<file path="config.mk">
export PLATFORM = sky130hd
export DESIGN_NAME = e1ae_status
export DESIGN_NICKNAME = d
export VERILOG_FILES = /design/src/core/e1ae_pkg.sv /design/src/core/e1ae_persist.sv /design/src/core/e1ae_status.sv
export SDC_FILE = /design/constraint.sdc
export NUM_CORES = 1
export LEC_CHECK = 0
export ABC_AREA = 1
export BUFFER_PORTS_ARGS = -buffer_cell sky130_fd_sc_hd__buf_2
export CAP_MARGIN = 5
export CORE_MARGIN = 4
export CORE_UTILIZATION = 25
export CTS_BUF_LIST = sky130_fd_sc_hd__clkbuf_2 sky130_fd_sc_hd__clkbuf_4 sky130_fd_sc_hd__clkbuf_8
export DETAILED_ROUTE_END_ITERATION = 10
export PLACE_DENSITY_LB_ADDON = 0.2
export SLEW_MARGIN = 20
export SYNTH_ARGS = -nofsm -noshare
export SYNTH_HDL_FRONTEND = slang
export SYNTH_HIERARCHICAL = 1
export SYNTH_SLANG_ARGS = --single-unit
</file>
<file path="constraint.sdc">
create_clock -name pclk -period 2.9 [get_ports pclk]
set_input_delay 0 -clock pclk [delete_from_list [all_inputs] [get_ports pclk]]
set_output_delay 0 -clock pclk [all_outputs]
set_load 0.01 [all_outputs]
</file>
<file path="src/core/e1ae_pkg.sv">
// constants shared by the receive alarm and error status block
// Notes on behaviour
// - status bit 7 shows live out-of-frame state
// - out-of-frame after criteria-count errored alignment patterns
// - all-ones defect declared after two frames
// - all-ones defect cleared after two zero-rich frames
// - status bit 5 flags CAS yellow change
// - CAS yellow follows received y bit
// - status bit 4 shows live signal loss
// - signal loss declared after 175 bits
// - signal loss clears on absence or density
// - status bit 3 flags line code errors
// - out-of-frame change sets its flag
// - status bit 1 flags all-ones change
// - change flags clear when status is read
// - interrupt only with source enable set
// - block enable low suppresses every interrupt
// - status bit 0 flags remote alarm change
// - remote alarm follows two matching A bits
package e1ae_pkg;
  localparam int ADDR_W = 8;
  localparam logic [ADDR_W-1:0] OFF_STATUS = 8'h00;
  localparam logic [ADDR_W-1:0] OFF_ENABLE = 8'h04;
  localparam logic [ADDR_W-1:0] OFF_CTRL = 8'h08;
  localparam logic [ADDR_W-1:0] OFF_CRIT = 8'h0C;
  localparam int B_OOF = 7;
  localparam int B_AIS = 6;
  localparam int B_MYEL = 5;
  localparam int B_LOS = 4;
  localparam int B_LCV = 3;
  localparam int B_OOFC = 2;
  localparam int B_AISC = 1;
  localparam int B_YELC = 0;
  localparam int B_BLK = 0;
  localparam int CRIT_W = 3;
  localparam logic [7:0] CHG_MASK = 8'h2F;
  localparam logic [7:0] ENABLE_RST = 8'h00;
  localparam logic CTRL_RST = 1'b0;
  localparam logic [CRIT_W-1:0] CRIT_RST = 3'h3;
  localparam int LOS_BITS = 175;
  localparam int LOS_MIN_ONES = (LOS_BITS + 7) / 8;
  localparam int AIS_FRAMES = 2;
  localparam int AIS_MAX_ZEROS = 2;
  localparam int YEL_FRAMES = 2;
endpackage

</file>
<file path="src/core/e1ae_persist.sv">
// counter of consecutive qualifying samples with a run threshold
`timescale 1ns/1ps
module e1ae_persist #(
  parameter int W = 3
) (
  input wire logic pclk,
  input wire logic presetn,
  input wire logic hit,
  input wire logic miss,
  input wire logic [W-1:0] thresh,
  output logic done
);
  typedef struct packed {
    logic [W-1:0] cnt;
  } e1ae_pst_t;

  e1ae_pst_t q;
  e1ae_pst_t d;

  if (W < 1) begin : g_chk
    $error("e1ae_persist: W must be at least 1");
  end

  // the run is complete when this hit brings the count to the threshold
  assign done = hit && (({1'b0, q.cnt} + {{W{1'b0}}, 1'b1}) >= {1'b0, thresh});

  // a miss breaks the run; the count holds once the run is complete
  always_comb begin
    d = q;
    if (miss) begin
      d.cnt = '0;
    end else if (hit && !done) begin
      d.cnt = q.cnt + {{(W-1){1'b0}}, 1'b1};
    end
  end

  always_ff @(posedge pclk or negedge presetn) begin
    if (!presetn) begin
      q <= '0;
    end else begin
      q <= d;
    end
  end
endmodule

</file>
<file path="src/core/e1ae_status.sv">
// receive alarm and error status, change flags, enables and apb access
//
// Chosen here: the APB register port and the register offsets.
`timescale 1ns/1ps
module e1ae_status #(
  parameter int LOS_N = e1ae_pkg::LOS_BITS
) (
  input wire logic pclk,
  input wire logic presetn,
  input wire logic psel,
  input wire logic penable,
  input wire logic pwrite,
  input wire logic [e1ae_pkg::ADDR_W-1:0] paddr,
  input wire logic [31:0] pwdata,
  input wire logic [3:0] pstrb,
  output logic pready,
  output logic [31:0] prdata,
  output logic pslverr,
  output logic irq,
  input wire logic rx_bit_en,
  input wire logic rx_bit,
  input wire logic frame_end,
  input wire logic fas_strobe,
  input wire logic fas_errored,
  input wire logic nfas_strobe,
  input wire logic a_bit,
  input wire logic mf_strobe,
  input wire logic y_bit,
  input wire logic lcv_pulse,
  input wire logic los_cond
);
  import e1ae_pkg::*;

  localparam int CW = $clog2(LOS_N + 1);
  localparam logic [CW-1:0] LOS_LAST = CW'(LOS_N - 1);
  localparam logic [CW-1:0] LOS_THR = CW'(LOS_N);
  localparam logic [CW-1:0] ONES_MIN = CW'((LOS_N + 7) / 8);
  localparam logic [1:0] AIS_THR = 2'(AIS_FRAMES);
  localparam logic [1:0] YEL_THR = 2'(YEL_FRAMES);
  localparam logic [1:0] ZMAX = 2'(AIS_MAX_ZEROS);

  if (LOS_N < 8) begin : g_chk
    $error("e1ae_status: LOS_N too small for the density window");
  end

  typedef struct packed {
    logic [2:0] los_sync;
    logic los_s;
    logic oof;
    logic ais;
    logic my;
    logic los;
    logic yel;
    logic [7:0] flag;
    logic [7:0] en;
    logic blk;
    logic [CRIT_W-1:0] crit;
    logic [1:0] zcnt;
    logic [CW-1:0] win_bits;
    logic [CW-1:0] win_ones;
    logic [31:0] rdata;
    logic slverr;
  } e1ae_state_t;

  e1ae_state_t q;
  e1ae_state_t d;

  logic setup;
  logic access;
  logic rd_status;
  logic oof_done;
  logic ais_set;
  logic ais_clr;
  logic yel_set;
  logic yel_clr;
  logic los_done;
  logic dens_ok;
  logic zero_rich;
  logic [CRIT_W-1:0] crit_eff;
  logic [CW-1:0] ones_sum;
  logic [7:0] status_v;
  logic [7:0] events;

  // zero-wait slave: every access phase completes in its first cycle
  assign setup = psel && !penable;
  assign access = psel && penable;
  assign pready = 1'b1;
  assign prdata = q.rdata;
  assign pslverr = access && q.slverr;
  assign rd_status = access && !pwrite && (paddr == OFF_STATUS);

  // a zero criteria acts as one: the first errored pattern declares
  assign crit_eff = (q.crit == '0) ? CRIT_W'(1) : q.crit;

  // a frame counts as zero-rich with more than two zeros in it
  assign zero_rich = q.zcnt > ZMAX;

  // errored alignment run against the programmed criteria
  e1ae_persist #(.W(CRIT_W)) u_oof (
    .pclk(pclk),
    .presetn(presetn),
    .hit(fas_strobe && fas_errored),
    .miss(fas_strobe && !fas_errored),
    .thresh(crit_eff),
    .done(oof_done)
  );

  // all-ones frames toward declaring the defect
  e1ae_persist #(.W(2)) u_ais_set (
    .pclk(pclk),
    .presetn(presetn),
    .hit(frame_end && !zero_rich),
    .miss(frame_end && zero_rich),
    .thresh(AIS_THR),
    .done(ais_set)
  );

  // zero-rich frames toward clearing the defect
  e1ae_persist #(.W(2)) u_ais_clr (
    .pclk(pclk),
    .presetn(presetn),
    .hit(frame_end && zero_rich),
    .miss(frame_end && !zero_rich),
    .thresh(AIS_THR),
    .done(ais_clr)
  );

  // remote alarm needs two matching A bits either way
  e1ae_persist #(.W(2)) u_yel_set (
    .pclk(pclk),
    .presetn(presetn),
    .hit(nfas_strobe && a_bit),
    .miss(nfas_strobe && !a_bit),
    .thresh(YEL_THR),
    .done(yel_set)
  );

  e1ae_persist #(.W(2)) u_yel_clr (
    .pclk(pclk),
    .presetn(presetn),
    .hit(nfas_strobe && !a_bit),
    .miss(nfas_strobe && a_bit),
    .thresh(YEL_THR),
    .done(yel_clr)
  );

  // consecutive bit periods with the loss condition present
  // a dense window restarts the run, so a new declare needs a fresh full run
  e1ae_persist #(.W(CW)) u_los (
    .pclk(pclk),
    .presetn(presetn),
    .hit(rx_bit_en && q.los_s),
    .miss(!q.los_s || dens_ok),
    .thresh(LOS_THR),
    .done(los_done)
  );

  // density check closes at the last bit of each window
  assign ones_sum = q.win_ones + {{(CW-1){1'b0}}, rx_bit};
  assign dens_ok = q.los && rx_bit_en && (q.win_bits == LOS_LAST) && (ones_sum >= ONES_MIN);

  // live view of the status register
  always_comb begin
    status_v = q.flag & CHG_MASK;
    status_v[B_OOF] = q.oof;
    status_v[B_AIS] = q.ais;
    status_v[B_LOS] = q.los;
  end

  always_comb begin
    d = q;
    events = 8'h00;

    // loss condition comes from the line side, so it is resynchronised
    d.los_sync = {q.los_sync[1:0], los_cond};
    if (q.los_sync[1] == q.los_sync[2]) begin
      d.los_s = q.los_sync[2];
    end

    // zeros per frame, saturating; a bit in the frame_end cycle opens the next frame
    if (frame_end) begin
      d.zcnt = (rx_bit_en && !rx_bit) ? 2'h1 : 2'h0;
    end else if (rx_bit_en && !rx_bit && q.zcnt != 2'h3) begin
      d.zcnt = q.zcnt + 2'h1;
    end

    // out-of-frame leaves on the first good alignment pattern
    if (oof_done) begin
      d.oof = 1'b1;
    end else if (fas_strobe && !fas_errored) begin
      d.oof = 1'b0;
    end

    if (ais_set) begin
      d.ais = 1'b1;
    end else if (ais_clr) begin
      d.ais = 1'b0;
    end

    if (yel_set) begin
      d.yel = 1'b1;
    end else if (yel_clr) begin
      d.yel = 1'b0;
    end

    if (mf_strobe) begin
      d.my = y_bit;
    end

    // absence of the condition wins over everything else
    // the saturated run count would re-declare at once, so density goes first
    if (!q.los_s) begin
      d.los = 1'b0;
    end else if (dens_ok) begin
      d.los = 1'b0;
    end else if (los_done) begin
      d.los = 1'b1;
    end

    // density window runs only while loss is declared
    if (!q.los) begin
      d.win_bits = '0;
      d.win_ones = '0;
    end else if (rx_bit_en) begin
      if (q.win_bits == LOS_LAST) begin
        d.win_bits = '0;
        d.win_ones = '0;
      end else begin
        d.win_bits = q.win_bits + {{(CW-1){1'b0}}, 1'b1};
        d.win_ones = ones_sum;
      end
    end

    // register writes; only byte lane 0 carries bits
    if (access && pwrite && pstrb[0]) begin
      case (paddr)
        OFF_STATUS: d.flag = q.flag & ~(pwdata[7:0] & CHG_MASK);
        OFF_ENABLE: d.en = pwdata[7:0] & CHG_MASK;
        OFF_CTRL: d.blk = pwdata[B_BLK];
        OFF_CRIT: d.crit = pwdata[CRIT_W-1:0];
        default: d.flag = d.flag;
      endcase
    end

    // only bits the reader actually saw are cleared, so late events survive
    if (rd_status) begin
      d.flag = q.flag & ~(q.rdata[7:0] & CHG_MASK);
    end

    // event flags; set wins over both clears
    events[B_MYEL] = d.my != q.my;
    events[B_LCV] = lcv_pulse;
    events[B_OOFC] = d.oof != q.oof;
    events[B_AISC] = d.ais != q.ais;
    events[B_YELC] = d.yel != q.yel;
    d.flag = d.flag | events;

    // read data and error are prepared in the setup phase
    if (setup) begin
      d.slverr = 1'b0;
      case (paddr)
        OFF_STATUS: d.rdata = {24'h000000, status_v};
        OFF_ENABLE: d.rdata = {24'h000000, q.en};
        OFF_CTRL: d.rdata = {31'h00000000, q.blk};
        OFF_CRIT: d.rdata = {29'h00000000, q.crit};
        default: begin
          d.rdata = 32'h00000000;
          d.slverr = 1'b1;
        end
      endcase
    end else if (access) begin
      d.rdata = 32'h00000000;
    end
  end

  always_ff @(posedge pclk or negedge presetn) begin
    if (!presetn) begin
      q <= '0;
      q.en <= ENABLE_RST;
      q.blk <= CTRL_RST;
      q.crit <= CRIT_RST;
    end else begin
      q <= d;
    end
  end

  // level output, gated per source and by the block enable
  assign irq = q.blk && |(q.flag & q.en & CHG_MASK);
endmodule

</file>
==> flow_metrics.py <==
metrics = {
    "yosys": {
        "yosysSeqAreaShare_pct": 37.4,
        "synth.area.top_cells": "dfrtp_1, nand2_1, inv_1, ha_1, buf_4",
        "netlist_area_um2": 4620,
        "synth_cell_types": 43,
        "ys_warn_count": 6,
        "netlist.area_leader.share_pct": 36.3,
        "synth_top_area_cell": "dfrtp_1",
        "synth_seq_cells": 69,
        "syn_inst": 597,
        "syn_avg_cell_area_um2": 7.74,
    },
    "clock_tree": {
        "htreeDepth": 3,
        "ctsLongestPathBuffers": 2,
        "cts-root-buf": "clkbuf_8",
        "insertion_delay_ns": 0.35,
        "cts_sinks": 69,
        "post_cts_resized": 0,
        "path_clk_slew_ns": 0.07,
        "cts_buffers": 9,
        "cts_tree": "built",
    },
    "routing": {
        "drc_errors": 0,
        "viasPerCell": 4.14,
        "wire_per_inst_um": 10.6,
        "via_count": 3721,
        "drt_iter0_drc": 194,
        "dr.pass1.iters": 4,
        "drtAntennaViolNets": 0,
        "finalWirelength_um": 9560,
    },
    "floorplanning": {
        "fp-row-count": 49,
        "die_h_um": 144,
        "start_util_pct": 25.6,
        "ioPinCount": 95,
        "fp.dieW_um": 144,
        "dieArea_um2": 20700,
        "core_um2": 18100,
    },
    "global_route": {
        "grt_remaining_overflow": 0,
        "grt_pass1_vias": 3669,
        "grt_max_degree": 42,
        "antenna_found_initial": 0,
        "grt_pass1_wl_um": 16500,
        "grt_usage_pct": 9.73,
    },
    "sta": {
        "slew_violations": 0,
        "skew_ns": 0.0131,
        "period_share_pct": 82.3,
        "slew_headroom_pct": 54.7,
        "period_needed_ns": 2.39,
        "tightest_slew_ns": 0.679,
        "fmax_mhz": 419,
        "hold_viol_final": 0,
        "totalNegativeSetupSlack_ns": 0,
        "setup_violations": 0,
        "rsz0062_at_grt": "false",
    },
    "pwr": {
        "p_leak_nw": 2.86,
        "finalPower_mw": 2.82,
        "p_per_area_nw_per_um2": 526,
        "ir_drop_mv": 0.246,
    },
    "finish": {
        "area_growth_pct": 15.9,
        "seq_area_um2": 1730,
        "multi_input_area_um2": 2380,
        "fin_util_pct": 29.6,
        "n_fill_cell": 1971,
        "post_route_cells_drive_above_1_share_pct": 14.6,
        "diodes": 0,
        "final_cell_mix": "nand2_1, inv_1, dfrtp_1",
        "final_common_cell": "nand2_1",
        "nNetsFinal": 755,
    },
    "min_path": {
        "holdPathEnd": "q[0]",
        "hp-start": "penable",
        "holdPathStages": 4,
        "holdCritPathClass": "in2reg",
    },
    "worst_setup_path": {
        "path_cells": "ha_1, nand3_1, xor2_1, inv_1, ha_1, nand2_1, nor2_1, nand2_1, nand3_1, nand2_1, nand2_1, nand2_1, nand3_4, nand2_4, nand2_1, nand2_1",
        "crit_arrival_ns": 2.62,
        "worst-r2r-setup-slack_ns": 0.51,
        "cp.required_ns": 3.13,
        "cp_slowest_cell": "dfrtp_1",
        "crit_type": "reg2reg",
        "critPathMostFrequentCell": "nand2_1",
        "endpoint_kind": "flip-flop",
        "cp_max_fo": 9,
        "slowest_delay_ns": 0.44,
        "cp-start-kind": "flip-flop",
        "r2r_start": "u_los/q[0]",
        "rr_endpoint": "u_los/q[7]",
        "reg2reg_depth": 16,
    },
    "place": {
        "gp_congestion": 0.764,
        "portBuffers": 39,
        "place_hpwl_um": 7420,
    },
    "run_status": {
        "status": "finished, final reports clean",
    },
    "run": {
        "max-cap-violations": 0,
    },
}
[flip-flops by register name, indices dropped and copies added, names as in the netlist]
name / flops
u_oof/q: 3
u_yel_clr/q: 2
q: 40
d: 2
prdata: 8
u_ais_clr/q: 2
u_los/q: 8
u_ais_set/q: 2
u_yel_set/q: 2
[synth_stat cells, drive strengths merged]
cell type / instances
nand2: 157
inv: 101
dfrtp: 67
nand3: 60
nor2: 55
buf: 36
ha: 26
o21ai: 26
xor2: 9
a22o: 7
a21boi: 6
nor3: 6
a21oi: 5
nand4: 5
fa: 4
o21bai: 4
o22ai: 4
a31oi: 2
clkbuf: 2
conb: 2
dfstp: 2
xnor2: 2
a21o: 1
a221oi: 1
a31o: 1
a32o: 1
clkinv: 1
maj3: 1
mux2: 1
o211ai: 1
or2: 1
[worst max-delay path by stage]
stage               start          to  slack (ns)  depth (start not counted)
2_1_floorplan  u_los/q[0]  u_los/q[4]        0.77                         16
3_3_place_gp   u_los/q[0]  u_los/q[5]        0.51                         16
3_5_place_dp   u_los/q[0]  u_los/q[7]        0.49                         16
4_1_cts        u_los/q[0]  u_los/q[7]        0.47                         16
5_1_grt        u_los/q[0]  u_los/q[7]        0.17                         16
6_report       u_los/q[0]  u_los/q[7]        0.51                         16
[critical path: cells and delay by family, from the launching register on]
| kind | cells | cell delay, ns |
|---|---|---|
| simple gates | 12 | 1.04 |
| fa+ha+maj | 2 | 0.54 |
| flops | 1 | 0.44 |
| xor+xnor | 1 | 0.21 |
| buf+inv | 1 | 0.06 |
[report_power, final]
part | switching, mW | total (mW) | internal [mW] | leakage (nW)
combinational | 0.489 | 0.820 | 0.331 | 1.87
clock | 0.352 | 0.821 | 0.470 | 0.107
sequential | 0.109 | 1.18 | 1.07 | 0.876
total | 0.950 | 2.82 | 1.87 | 2.86
[final cells by class]
| type | count | area share (%) |
|---|---|---|
| Multi-Input combinational cell | 427 | 44.4 |
| Inverter | 102 | 7.14 |
| Timing Repair Buffer | 56 | 7.00 |
| Tap cell | 229 | 5.35 |
| Sequential cell | 69 | 32.3 |
| Clock inverter | 1 | 0.560 |
| Clock buffer | 14 | 3.24 |
[cells by family (layout without fill, tap and decap cells)]
logic type	Yosys count	after routing	synth area share, %
compound gates	59	59	8.36
xor+xnor	11	11	2.08
fa+ha+maj	31	31	8.99
buf+inv	140	173	14.2
flops	69	69	37.4
mux	1	1	0.325
other cells	2	41	0.162
simple gates	284	284	28.4
[repair_timing]
item | in CTS | in global routing
hold buffers | 16 | 0
endpoints found under the hold margin | 44 | 0
endpoints found under the setup margin | 0 | 0
setup buffers | 0 | 0
[per-stage QoR]
stage               area, um2  setup slack (ns)  cells  hold WS (ns)
floorplan                4770             0.770    636        -0.296
global placement         5000             0.513    867        0.0878
detailed placement       5000             0.491    867        0.0877
CTS                      5360             0.474    898        0.0205
global route             5360             0.173    898        0.0616
finish                   5360             0.514    898        0.0316
[layer usage]
metal	GRT usage (%)	part of all wire, %	vias up
li1	-	-	1942
met1	12.4	47	1715
met2	16.3	47	55
met3	2.71	4.6	9
met4	2.68	1.4	0
met5	0	0	-
(Power assumes the default switching activity.)
